==> config.mk <==
export PLATFORM = sky130hd
export DESIGN_NAME = mhb_host_bus
export DESIGN_NICKNAME = d
export VERILOG_FILES = /design/src/shared/mhb_pkg.sv /design/src/shared/mhb_sync_if.sv /design/src/verilog/mhb_sync.sv /design/src/verilog/mhb_host_bus.sv
export SDC_FILE = /design/constraint.sdc
export NUM_CORES = 1
export LEC_CHECK = 0
export ABC_CLOCK_PERIOD_IN_PS = 2150
export BUFFER_PORTS_ARGS = -buffer_cell sky130_fd_sc_hd__buf_2
export CORE_ASPECT_RATIO = 0.75
export CORE_MARGIN = 5
export CORE_UTILIZATION = 50
export CTS_BUF_LIST = sky130_fd_sc_hd__clkbuf_8
export DETAILED_ROUTE_END_ITERATION = 10
export PLACE_DENSITY_LB_ADDON = 0.12
export SLEW_MARGIN = 40
export SYNTH_ARGS = -nofsm -noshare
export SYNTH_HDL_FRONTEND = slang
export SYNTH_SLANG_ARGS = --single-unit
export TNS_END_PERCENT = 20
==> constraint.sdc <==
create_clock -name clock_in -period 2.15 [get_ports clock_in]
set_clock_uncertainty 0.2 [all_clocks]
set_input_delay 0.3225 -clock clock_in [delete_from_list [all_inputs] [get_ports clock_in]]
set_output_delay 0.3225 -clock clock_in [all_outputs]
set_load 0.02 [all_outputs]
==> src/shared/mhb_pkg.sv <==
// Purpose: constants and types shared by the host bus emulator
// Assumes: 20 MHz system clock
// Notes:   mode values and command codes for the host-side port
`default_nettype none
package mhb_pkg;
    localparam logic [7:0] MHB_MODE_BUS     = 8'h08;
    localparam logic [7:0] MHB_MODE_DEFAULT = 8'h00;
    localparam logic [7:0] MHB_RESET_BYTE   = 8'h00;
    localparam logic [3:0] MHB_CLK_DIV      = 4'h4;
    localparam logic [3:0] MHB_CLK_DIV_ZERO = 4'h0;

    typedef enum logic [3:0] {
        MHB_OP_READ,
        MHB_OP_READ_EXT,
        MHB_OP_WRITE,
        MHB_OP_WRITE_EXT,
        MHB_OP_SET_MODE,
        MHB_OP_GPIO_SET,
        MHB_OP_GPIO_READ,
        MHB_OP_WAIT_HIGH,
        MHB_OP_WAIT_LOW
    } mhb_op_e;

    typedef enum logic [3:0] {
        MHB_IDLE,
        MHB_ADDR_HI,
        MHB_ALE,
        MHB_ADDR_HOLD,
        MHB_DATA_SETUP,
        MHB_STROBE,
        MHB_RECOVER,
        MHB_RESULT,
        MHB_WAIT_PIN
    } mhb_state_e;
endpackage : mhb_pkg
`default_nettype wire

==> src/shared/mhb_sync_if.sv <==
// Purpose: carrier for synchronised pin inputs
// Assumes: one clock domain
// Notes:   filled by the synchroniser, read by the bus engine
`default_nettype none
interface mhb_sync_if;
    logic [7:0] bus_data;
    logic       stretch_n;
    logic       gp_zero;
    logic       gp_wait;
    modport src (output bus_data, output stretch_n, output gp_zero, output gp_wait);
    modport dst (input bus_data, input stretch_n, input gp_zero, input gp_wait);
endinterface : mhb_sync_if
`default_nettype wire

==> src/verilog/mhb_sync.sv <==
// Purpose: two-stage synchroniser for all pin inputs
// Assumes: inputs are asynchronous to clock_in
// Notes:   first stage feeds only the second stage
`default_nettype none
module mhb_sync (
    // Clock and reset
    input  wire logic       clock_in,
    input  wire logic       rst_in,
    // Raw pins
    input  wire logic [7:0] bus_data_in,
    input  wire logic       stretch_n_in,
    input  wire logic       gp_zero_in,
    input  wire logic       gp_wait_in,
    // Synchronised
    mhb_sync_if.src         sync
);
    logic [10:0] meta_r;
    logic [10:0] stable_r;

    always_ff @(posedge clock_in) begin
        if (rst_in) begin
            meta_r   <= 11'h7ff;
            stable_r <= 11'h7ff;
        end else begin
            meta_r   <= {bus_data_in, stretch_n_in, gp_zero_in, gp_wait_in};
            stable_r <= meta_r;
        end
    end

    assign sync.bus_data  = stable_r[10:3];
    assign sync.stretch_n = stable_r[2];
    assign sync.gp_zero   = stable_r[1];
    assign sync.gp_wait   = stable_r[0];
endmodule : mhb_sync
`default_nettype wire

==> src/verilog/mhb_host_bus.sv <==
// Purpose: microcontroller host bus master driven by host commands
// Assumes: 20 MHz clock_in; peripheral pulls stretch pin high when unused
// Notes:   bus phases advance on a divided enable, also shown on bus_clk_out
// ****************************************************************
// How it works
// Both channels' pins together form one host bus that this block masters.
// The low eight lines carry the low address byte, then the data byte.
// Eight output-only lines hold the upper address byte.
// Plain read and write keep the upper address and send only a low byte.
// Extended read and write first load the upper address, then access.
// Mode value 08 enables bus emulation and value 00 returns to default.
// General pin zero is settable, clearable and readable in bus mode.
// General pin wait is settable and readable and can stall until high or low.
// The commander keeps the wait pin an input while waiting on its level; here the wait ops leave gp_wait_oe_n_out as the last GPIO set made it.
// A low stretch input lengthens the cycle; it must idle high.
// Chip select is a low pulse spanning each access.
// Write data is placed on the lines before the write strobe goes low.
// The read strobe is driven on reads and data sampled while it is low.
// An output shows the clock the bus logic uses.
// Each access opens with an address phase marked by a high latch strobe.
// Read data returns to the command source before the next operation.
// ****************************************************************
`default_nettype none
module mhb_host_bus
    import mhb_pkg::*;
(
    // Clock and reset
    input  wire logic       clock_in,
    input  wire logic       rst_in,
    // Command port
    input  wire logic       cmd_valid_in,
    input  wire logic [3:0] cmd_op_in,
    input  wire logic [7:0] cmd_addr_lo_in,
    input  wire logic [7:0] cmd_addr_hi_in,
    input  wire logic [7:0] cmd_data_in,
    output logic            cmd_ready_out,
    output logic            rsp_valid_out,
    output logic [7:0]      rsp_data_out,
    output logic            mode_active_out,
    // Multiplexed bus
    input  wire logic [7:0] bus_data_in,
    output logic [7:0]      bus_data_out,
    output logic            bus_data_oe_n_out,
    output logic [7:0]      upper_addr_out,
    output logic            chip_sel_n_out,
    output logic            read_n_out,
    output logic            write_n_out,
    output logic            addr_latch_out,
    output logic            bus_clk_out,
    input  wire logic       cycle_stretch_n_in,
    // General pins
    input  wire logic       gp_zero_in,
    output logic            gp_zero_out,
    output logic            gp_zero_oe_n_out,
    input  wire logic       gp_wait_in,
    output logic            gp_wait_out,
    output logic            gp_wait_oe_n_out
);
    // ****************************************************************
    // Input synchronisers
    // ****************************************************************
    mhb_sync_if sync ();

    mhb_sync u_sync (
        .clock_in     (clock_in),
        .rst_in       (rst_in),
        .bus_data_in  (bus_data_in),
        .stretch_n_in (cycle_stretch_n_in),
        .gp_zero_in   (gp_zero_in),
        .gp_wait_in   (gp_wait_in),
        .sync         (sync)
    );

    // ****************************************************************
    // Bus clock divider
    // ****************************************************************
    logic [3:0] div_r;
    logic       bclk_r;
    wire        tick = (div_r == MHB_CLK_DIV_ZERO);

    always_ff @(posedge clock_in) begin
        if (rst_in) begin
            div_r  <= MHB_CLK_DIV_ZERO;
            bclk_r <= 1'b0;
        end else begin
            div_r  <= tick ? MHB_CLK_DIV - 4'h1 : div_r - 4'h1;
            bclk_r <= tick ? ~bclk_r : bclk_r;
        end
    end
    assign bus_clk_out = bclk_r;

    // ****************************************************************
    // Command decode
    // ****************************************************************
    mhb_state_e state_r;
    logic       mode_r;
    mhb_op_e    op_r;
    logic [7:0] lo_r;
    logic [7:0] hi_pend_r;
    logic [7:0] data_r;
    logic [7:0] upper_r;
    logic [7:0] rsp_r;
    logic       rsp_v_r;
    logic [1:0] gp_val_r;
    logic [1:0] gp_oe_n_r;
    logic       wait_lvl_r;

    wire       idle      = (state_r == MHB_IDLE);
    wire       take      = cmd_valid_in && idle && !rsp_v_r;
    wire       cmd_mode  = (cmd_op_in == MHB_OP_SET_MODE);
    wire       is_bus_op = (cmd_op_in <= MHB_OP_WRITE_EXT);
    wire       is_ext    = (cmd_op_in == MHB_OP_READ_EXT) || (cmd_op_in == MHB_OP_WRITE_EXT);
    wire       is_read   = (op_r == MHB_OP_READ) || (op_r == MHB_OP_READ_EXT);
    wire       stretched = !sync.stretch_n;
    wire       pin_hit   = (sync.gp_wait == wait_lvl_r);

    assign cmd_ready_out   = idle && !rsp_v_r;
    assign mode_active_out = mode_r;
    assign rsp_valid_out   = rsp_v_r;
    assign rsp_data_out    = rsp_r;

    // ****************************************************************
    // Sequencer
    // ****************************************************************
    always_ff @(posedge clock_in) begin
        if (rst_in) begin
            state_r    <= MHB_IDLE;
            mode_r     <= 1'b0;
            op_r       <= MHB_OP_READ;
            lo_r       <= MHB_RESET_BYTE;
            hi_pend_r  <= MHB_RESET_BYTE;
            data_r     <= MHB_RESET_BYTE;
            upper_r    <= MHB_RESET_BYTE;
            rsp_r      <= MHB_RESET_BYTE;
            rsp_v_r    <= 1'b0;
            gp_val_r   <= 2'b00;
            gp_oe_n_r  <= 2'b11;
            wait_lvl_r <= 1'b0;
        end else begin
            rsp_v_r <= 1'b0;
            if (take) begin
                op_r      <= mhb_op_e'(cmd_op_in);
                lo_r      <= cmd_addr_lo_in;
                hi_pend_r <= cmd_addr_hi_in;
                data_r    <= cmd_data_in;
                if (cmd_mode) begin
                    if (cmd_data_in == MHB_MODE_BUS) begin
                        mode_r <= 1'b1;
                    end else if (cmd_data_in == MHB_MODE_DEFAULT) begin
                        mode_r <= 1'b0;
                    end
                end else if (mode_r && is_bus_op) begin
                    state_r <= is_ext ? MHB_ADDR_HI : MHB_ALE;
                end else if (mode_r && cmd_op_in == MHB_OP_GPIO_SET) begin
                    gp_val_r  <= cmd_data_in[1:0];
                    gp_oe_n_r <= ~cmd_addr_lo_in[1:0];
                end else if (mode_r && cmd_op_in == MHB_OP_GPIO_READ) begin
                    rsp_r   <= {6'h00, sync.gp_wait, sync.gp_zero};
                    rsp_v_r <= 1'b1;
                end else if (mode_r && (cmd_op_in == MHB_OP_WAIT_HIGH ||
                                        cmd_op_in == MHB_OP_WAIT_LOW)) begin
                    wait_lvl_r <= (cmd_op_in == MHB_OP_WAIT_HIGH);
                    state_r    <= MHB_WAIT_PIN;
                end
            end else if (tick) begin
                unique case (state_r)
                    MHB_IDLE: begin
                    end
                    MHB_ADDR_HI: begin
                        upper_r <= hi_pend_r;
                        state_r <= MHB_ALE;
                    end
                    MHB_ALE:        state_r <= MHB_ADDR_HOLD;
                    MHB_ADDR_HOLD:  state_r <= MHB_DATA_SETUP;
                    MHB_DATA_SETUP: state_r <= MHB_STROBE;
                    MHB_STROBE: begin
                        if (!stretched) begin
                            if (is_read) begin
                                rsp_r <= sync.bus_data;
                            end
                            state_r <= MHB_RECOVER;
                        end
                    end
                    MHB_RECOVER: state_r <= is_read ? MHB_RESULT : MHB_IDLE;
                    MHB_RESULT: begin
                        rsp_v_r <= 1'b1;
                        state_r <= MHB_IDLE;
                    end
                    MHB_WAIT_PIN: begin
                        if (pin_hit) begin
                            state_r <= MHB_IDLE;
                        end
                    end
                endcase
            end
        end
    end

    // ****************************************************************
    // Pin drive
    // ****************************************************************
    logic [7:0] ad_out_r;
    logic       ad_oe_n_r;
    logic       cs_n_r;
    logic       rd_n_r;
    logic       wr_n_r;
    logic       ale_r;

    wire in_access = (state_r == MHB_ALE) || (state_r == MHB_ADDR_HOLD) ||
                     (state_r == MHB_DATA_SETUP) || (state_r == MHB_STROBE);
    wire addr_ph   = (state_r == MHB_ALE) || (state_r == MHB_ADDR_HOLD);
    wire data_ph   = (state_r == MHB_DATA_SETUP) || (state_r == MHB_STROBE);

    // Registered pins avoid glitches on the strobes
    always_ff @(posedge clock_in) begin
        if (rst_in) begin
            ad_out_r  <= MHB_RESET_BYTE;
            ad_oe_n_r <= 1'b1;
            cs_n_r    <= 1'b1;
            rd_n_r    <= 1'b1;
            wr_n_r    <= 1'b1;
            ale_r     <= 1'b0;
        end else begin
            ad_out_r  <= addr_ph ? lo_r : data_r;
            ad_oe_n_r <= !(addr_ph || (data_ph && !is_read));
            cs_n_r    <= !in_access;
            ale_r     <= (state_r == MHB_ALE);
            rd_n_r    <= !(state_r == MHB_STROBE && is_read);
            wr_n_r    <= !(state_r == MHB_STROBE && !is_read);
        end
    end

    assign bus_data_out      = ad_out_r;
    assign bus_data_oe_n_out = ad_oe_n_r;
    assign upper_addr_out    = upper_r;
    assign chip_sel_n_out    = cs_n_r;
    assign read_n_out        = rd_n_r;
    assign write_n_out       = wr_n_r;
    assign addr_latch_out    = ale_r;
    assign gp_zero_out       = gp_val_r[0];
    assign gp_zero_oe_n_out  = gp_oe_n_r[0];
    assign gp_wait_out       = gp_val_r[1];
    assign gp_wait_oe_n_out  = gp_oe_n_r[1];
endmodule : mhb_host_bus
`default_nettype wire

==> impl_metrics.py, run 1 <==
metrics = {
    "status": {
        "outcome": "complete, no violations",
    },
    "grt": {
        "antenna_found_initial": 0,
        "grt_pass1_wl_um": 13000,
        "track_usage_pct": 18.6,
        "grt_overflow": 0,
        "grt_max_degree": 48,
        "grt_pass1_vias": 2787,
    },
    "routing": {
        "first_pass_iters": 4,
        "via_count": 2963,
        "antenna_left": 0,
        "routed_wl_um": 7980,
        "drc": 0,
        "wire_per_inst_um": 13.3,
        "drtIter0Drc": 114,
        "drt-vias-per-instance": 4.95,
    },
    "layout": {
        "nNetsFinal": 552,
        "drive_above_1_share_pct": 32.9,
        "fillCellCount": 514,
        "multiInputGateArea_mm2": 0.00159,
        "area_growth_pct": 33.8,
        "final_area_mm2": 0.00472,
        "regArea_mm2": 0.00188,
        "utilization_pct": 69.1,
        "diodes": 0,
    },
    "critical_path": {
        "ff2ff_path_depth": 6,
        "startpoint_type": "register",
        "cp_max_fo": 6,
        "slowest_delay_ns": 0.54,
        "critical_path.endpoint_type": "register",
        "crit_arrival_ns": 2.17,
        "reg2reg_to": "state_r[1]",
        "cp-startpoint": "state_r[1]",
        "rr_startpoint": "state_r[1]",
        "criticalPathCategory": "reg -> reg",
        "cp_cell_sequence": "or4_4 -> buf_4 -> nor2_4 -> a211oi_4 -> o21ba_4 -> o32ai_1",
        "crit_end": "state_r[1]",
        "regToRegSetupSlack_ns": 0.02,
        "critical_path.slowest_cell": "or4_4",
        "critPathRequiredTime_ns": 2.19,
    },
    "place": {
        "io_buffer_count": 78,
        "place_congestion": 0.852,
        "dpl_cell_area_mm2": 0.00417,
        "hpwlAfterDp_um": 5440,
    },
    "synth": {
        "synth_most_common_cell": "dfxtp_1",
        "synth_ff_type": "dfxtp_1",
        "seq_area_frac_synth_pct": 53.4,
        "synthTopCellsByArea": "dfxtp_1 (53%), mux2i_1 (7.4%), nand2_1 (6.9%)",
        "syn_nets": 427,
        "syn-instance-count": 384,
        "ys_ff_latch": 94,
        "avgSynthCellArea_um2": 9.19,
        "syn-cell-area_mm2": 0.00353,
        "synth-edff-count": 0,
        "yosys.area.top_type": "dfxtp_1",
        "yosys.cell_types.count": 47,
        "ys_async_sr_fraction_pct": 0,
        "ys_warn_count": 0,
        "yosys-top-cells-count": "dfxtp_1 (94), nand2_1 (65), nor2_1 (39)",
        "synth_top_area_share_pct": 53.4,
    },
    "power": {
        "power_w": 0.00382,
        "p_leak_nw": 2.08,
        "powerDensity_mw_per_mm2": 809,
        "ir_worst_vdd_mv": 0.517,
    },
    "sta": {
        "slew_violations": 0,
        "slew_headroom_pct": 61.4,
        "hold_viol_final": 0,
        "setup_violations": 0,
        "final.min_clock_period_ns": 2.13,
        "fmax_mhz": 470,
        "fin_crit_sh_pct": 99.0,
        "setup_tns_ns": 0,
        "worst_pin_slew_ns": 0.579,
        "rsz0062_at_grt": "true",
    },
    "floorplanning": {
        "die_width_um": 107,
        "io_pins": 79,
        "die_h_um": 82.7,
        "num_rows": 26,
        "initial_utilization_pct": 51.6,
        "die_area_mm2": 0.00885,
        "coreArea_mm2": 0.00683,
    },
    "clock_network": {
        "cts_tree": "yes",
        "cts_inserted_buffers": 9,
        "clk_latency_ns": 0.35,
        "clk_transition_reported_paths_ns": 0.08,
        "clockBufferDepth": 2,
        "cts_root_buf": "clkbuf_8",
        "clock_sinks": 94,
        "cts_htree_levels": 3,
    },
    "worst_hold_path": {
        "holdCritPathClass": "in -> reg",
    },
    "flow_run": {
        "cap_violations": 0,
    },
}
## routing by layer
metal / part of all wire (%) / global-route usage (%) / wire, µm / vias up
li1: - / - / - / 1537
met1: 47 / 23.7 / 3720 / 1344
met2: 47 / 31.3 / 3720 / 78
met3: 6.1 / 6.53 / 485 / 4
met4: 0.69 / 3.45 / 55 / 0
met5: 0 / 0 / 0 / -
## placed cells by master (no fill, tap or decap), drive strengths merged, types with 2 or more instances in the layout
cell type,count
a211o,2
a21oi,32
a22oi,2
a311oi,2
a31oi,2
and2,7
buf,111
clkbuf,10
clkinv,3
dfxtp,94
dlygate4sd3,25
inv,6
mux2i,26
nand2,65
nand2b,5
nand3,4
nand4,3
nor2,42
nor2b,4
nor3,5
nor4,3
nor4b,2
nor4bb,3
o211ai,2
o21a,2
o21ai,4
or2,24
or3,3
or3b,2
xnor2,3
## worst max-delay path: cells and delay by family (launching register included)
family / cells / cell delay (ns)
AND/OR/NAND/NOR: 2 / 0.76
AO/OA/AOI/OAI: 3 / 0.58
flip-flops: 1 / 0.32
buffers and inverters: 1 / 0.16
## where the power goes
part,internal [W],switching (W)
Combinational,0.000355,0.000382
Clock,0.000580,0.000605
Sequential,0.00185,0.0000480
## sequential cells by signal, summed over array words and instances, names as in the netlist, 2 cells and up
| name | count |
|---|---|
| state_r | 4 |
| rsp_data_out | 8 |
| lo_r | 8 |
| upper_addr_out | 8 |
| bus_data_out | 8 |
| data_r | 8 |
| u_sync.stable_r | 11 |
| u_sync.meta_r | 11 |
| op_r | 3 |
| div_r | 4 |
| gp_val_r | 2 |
| gp_oe_n_r | 2 |
| hi_pend_r | 8 |
## what timing repair did
item | CTS | global route
setup buffers | 1 | 3
gates cloned | 0 | 0
gates resized for setup | 6 | 9
setup endpoints to repair | 12 | 18
endpoints found under the hold margin | 24 | 1
hold buffers | 24 | 1
pin swaps | 4 | 3
## worst min-delay path by stage
stage / startpoint / depth (start not counted) / end
after detailed placement: u_sync.meta_r[8] / 1 / u_sync.stable_r[8]
after global placement: u_sync.meta_r[8] / 1 / u_sync.stable_r[8]
after global routing: cmd_addr_lo_in[1] / 3 / lo_r[1]
final: cmd_data_in[2] / 3 / data_r[2]
after floorplan: u_sync.meta_r[0] / 1 / u_sync.stable_r[0]
after CTS: cmd_addr_lo_in[5] / 3 / lo_r[5]
## logic make-up after synthesis
group	share of synthesized area [%]
compound gates	10.2
mux	7.70
buf+inv	3.05
xor+xnor	0.745
simple gates	24.6
fa+ha+maj	0.355
flops	53.4
## through the flow
step | hold slack, ns | cells | setup WS (ns)
floorplan | 0.189 | 384 | 0.0297
global placement | 0.191 | 553 | -0.0371
detailed placement | 0.192 | 553 | -0.0687
CTS | 0.00301 | 594 | -0.0159
global route | 0.0101 | 598 | -0.0327
finish | 0.0253 | 598 | 0.0213
## cell type report
type                    instances  share of cell area [%]
clock buffers                  10                    2.92
repair buffers                136                    19.5
inverters                       4                   0.318
clock inverters                 6                    1.46
multi-input cells             264                    33.7
well taps                      84                    2.23
flip-flops and latches         94                    39.9
Note: power is estimated with default switching activity, not from simulation.
==> run 2, diff against run 1 <==
--- a/config.mk
+++ b/config.mk
@@ -5,7 +5,7 @@
 export SDC_FILE = /design/constraint.sdc
 export NUM_CORES = 1
 export LEC_CHECK = 0
-export ABC_CLOCK_PERIOD_IN_PS = 2150
+export ABC_CLOCK_PERIOD_IN_PS = 2100
 export BUFFER_PORTS_ARGS = -buffer_cell sky130_fd_sc_hd__buf_2
 export CORE_ASPECT_RATIO = 0.75
 export CORE_MARGIN = 5
==> constraint.sdc (replaced) <==
create_clock -name clock_in -period 2.1 [get_ports clock_in]
set_clock_uncertainty 0.2 [all_clocks]
set_input_delay 0.315 -clock clock_in [delete_from_list [all_inputs] [get_ports clock_in]]
set_output_delay 0.315 -clock clock_in [all_outputs]
set_load 0.02 [all_outputs]
==> run 2 against run 1 <==
The flow now finishes with violations (setup timing). Combinational power increased by 0.8%. Core utilization up 0.95 points. Via count grew 3.3%. Die area did not move. Worst hold slack got worse by 0.0029 ns. Wire length is 1.6% higher. Highest routed layer unchanged. Total power grew 5.5%. Cell count increased by 0.67%. Register-to-register slack lost 0.05 ns. Sequential share of layout area down 0.52 points. Critical path depth is the same. Maximum frequency is 0.21% lower.
==> impl_metrics.py, run 2 (synthesis gave the netlist of run 1 again) <==
metrics = {
    "critical_path": {
        "startpoint_type": "register",
        "criticalPathCategory": "reg -> reg",
        "rr_startpoint": "state_r[3]",
        "crit_arrival_ns": 2.18,
        "cp_max_fo": 8,
        "reg2reg_to": "rsp_data_out[4]",
        "ff2ff_path_depth": 6,
        "critical_path.endpoint_type": "register",
        "critPathRequiredTime_ns": 2.15,
        "regToRegSetupSlack_ns": -0.03,
    },
    "clock_network": {
        "clk_latency_ns": 0.36,
        "clk_transition_reported_paths_ns": 0.09,
        "cts_root_buf": "clkbuf_8",
        "cts_tree": "yes",
        "clock_sinks": 94,
        "clockBufferDepth": 2,
        "cts_htree_levels": 3,
        "cts_inserted_buffers": 9,
    },
    "routing": {
        "drtIter0Drc": 121,
        "first_pass_iters": 4,
        "drt-vias-per-instance": 5.09,
        "drc": 0,
        "wire_per_inst_um": 13.5,
        "via_count": 3062,
        "antenna_left": 0,
        "routed_wl_um": 8100,
    },
    "status": {
        "outcome": "complete, but fails checks",
        "violations": "setup timing",
    },
    "place": {
        "place_congestion": 0.908,
        "dp_cells": 556,
        "hpwlAfterDp_um": 5490,
        "dpl_cell_area_mm2": 0.00420,
        "pre_cts_slack_ns": -0.115,
        "io_buffer_count": 78,
    },
    "floorplanning": {
        "coreArea_mm2": 0.00683,
        "initial_utilization_pct": 51.6,
        "die_h_um": 82.7,
        "die_width_um": 107,
        "num_rows": 26,
        "io_pins": 79,
        "die_area_mm2": 0.00885,
    },
    "layout": {
        "mostFrequentLayoutCell": "dfxtp_1",
        "nNetsFinal": 556,
        "diodes": 0,
        "area_growth_pct": 35.7,
        "drive_above_1_share_pct": 32.6,
        "reg_top3": "u_sync.meta_r x11, u_sync.stable_r x11",
        "final_cells": 602,
        "final_area_mm2": 0.00478,
        "mostFrequentLayoutCells": "dfxtp_1 (92), buf_2 (77), nand2_1 (65), nor2_1 (38), a21oi_1 (32)",
        "utilization_pct": 70.0,
    },
    "power": {
        "power_w": 0.00403,
        "pwr-share-clk_pct": 33.3,
        "pwr-share-comb_pct": 18.4,
        "swShare_pct": 27.0,
        "p_leak_nw": 2.11,
        "ir_worst_vdd_mv": 0.527,
        "powerDensity_mw_per_mm2": 842,
        "internal-power_w": 0.00294,
        "p_seq_share_pct": 48.2,
        "p_switching_w": 0.00109,
    },
    "sta": {
        "slew_headroom_pct": 61.3,
        "rsz0062_at_grt": "true",
        "fin_crit_sh_pct": 102,
        "worst_pin_slew_ns": 0.581,
        "slew_violations": 0,
        "setup_violations": 7,
        "hold_viol_final": 0,
        "final.min_clock_period_ns": 2.13,
        "fmax_mhz": 469,
        "setup_ws_ns": -0.0332,
    },
    "worst_hold_path": {
        "hold_start": "cmd_data_in[6]",
        "worstHoldEndpoint": "data_r[6]",
        "holdPathStages": 3,
        "holdCritPathClass": "in -> reg",
    },
    "flow_run": {
        "cap_violations": 0,
    },
    "grt": {
        "antenna_found_initial": 0,
        "grt_pass1_vias": 2931,
        "grt_max_degree": 48,
        "grt_pass1_wl_um": 13400,
        "grt_overflow": 0,
        "track_usage_pct": 19.2,
    },
}
[run 2: critical path, cell delays in order (launching register included)]
cell	delay, ns
dfxtp_2	0.33
or4_4	0.53
or3_4	0.34
a22oi_2	0.22
buf_6	0.18
mux2i_1	0.19
nor2_1	0.05
[run 2: routing by layer]
layer | vias up | global-route usage, % | wire length [µm]
li1 | 1555 | - | -
met1 | 1420 | 24.2 | 3690
met2 | 83 | 31.7 | 3870
met3 | 4 | 6.68 | 501
met4 | 0 | 5.24 | 41
met5 | - | 0 | 0
[run 2: how the worst max path moves through the flow]
| stage | startpoint | endpoint | slack, ns | depth (start not counted) |
|---|---|---|---|---|
| 2_1_floorplan | state_r[3] | rsp_data_out[7] | -0.02 | 6 |
| 3_3_place_gp | state_r[3] | rsp_data_out[3] | -0.06 | 6 |
| 3_5_place_dp | state_r[3] | rsp_data_out[4] | -0.11 | 6 |
| 4_1_cts | state_r[1] | rsp_data_out[0] | -0.07 | 6 |
| 5_1_grt | state_r[3] | rsp_data_out[4] | -0.12 | 6 |
| 6_report | state_r[3] | rsp_data_out[4] | -0.03 | 6 |
[run 2: stage by stage]
step | setup TNS (ns) | hold slack [ns]
finish | -0.158 | 0.0224
global route | -1.34 | 0.00842
CTS | -0.543 | 0.00116
detailed placement | -1.41 | 0.194
global placement | -0.524 | 0.191
floorplan | -0.144 | 0.189
[run 2: area by class of cell]
cell class | count | area, µm²
clock buffers | 9 | 124
clock inverters | 7 | 103
fillers | 566 | 2050
inverters | 4 | 15.0
multi-input cells | 264 | 1580
flip-flops and latches | 94 | 1880
well taps | 84 | 105
repair buffers | 140 | 971
[run 2: power by group through the flow]
stage / registers [W] / logic (W) / clock network (W)
after global routing: 0.00196 / 0.000822 / 0.00146
after CTS: 0.00194 / 0.000719 / 0.00138
after global placement: 0.00198 / 0.000652 / 0
after floorplan: 0.00201 / 0.000387 / 0
after detailed placement: 0.00198 / 0.000660 / 0
final: 0.00194 / 0.000743 / 0.00134
[run 2: repair_timing]
item,in CTS,in global routing
pin swaps,3,7
endpoints found under the hold margin,29,0
endpoints found under the setup margin,27,35
resized for setup,7,8
hold buffers,29,0
buffers inserted,1,0
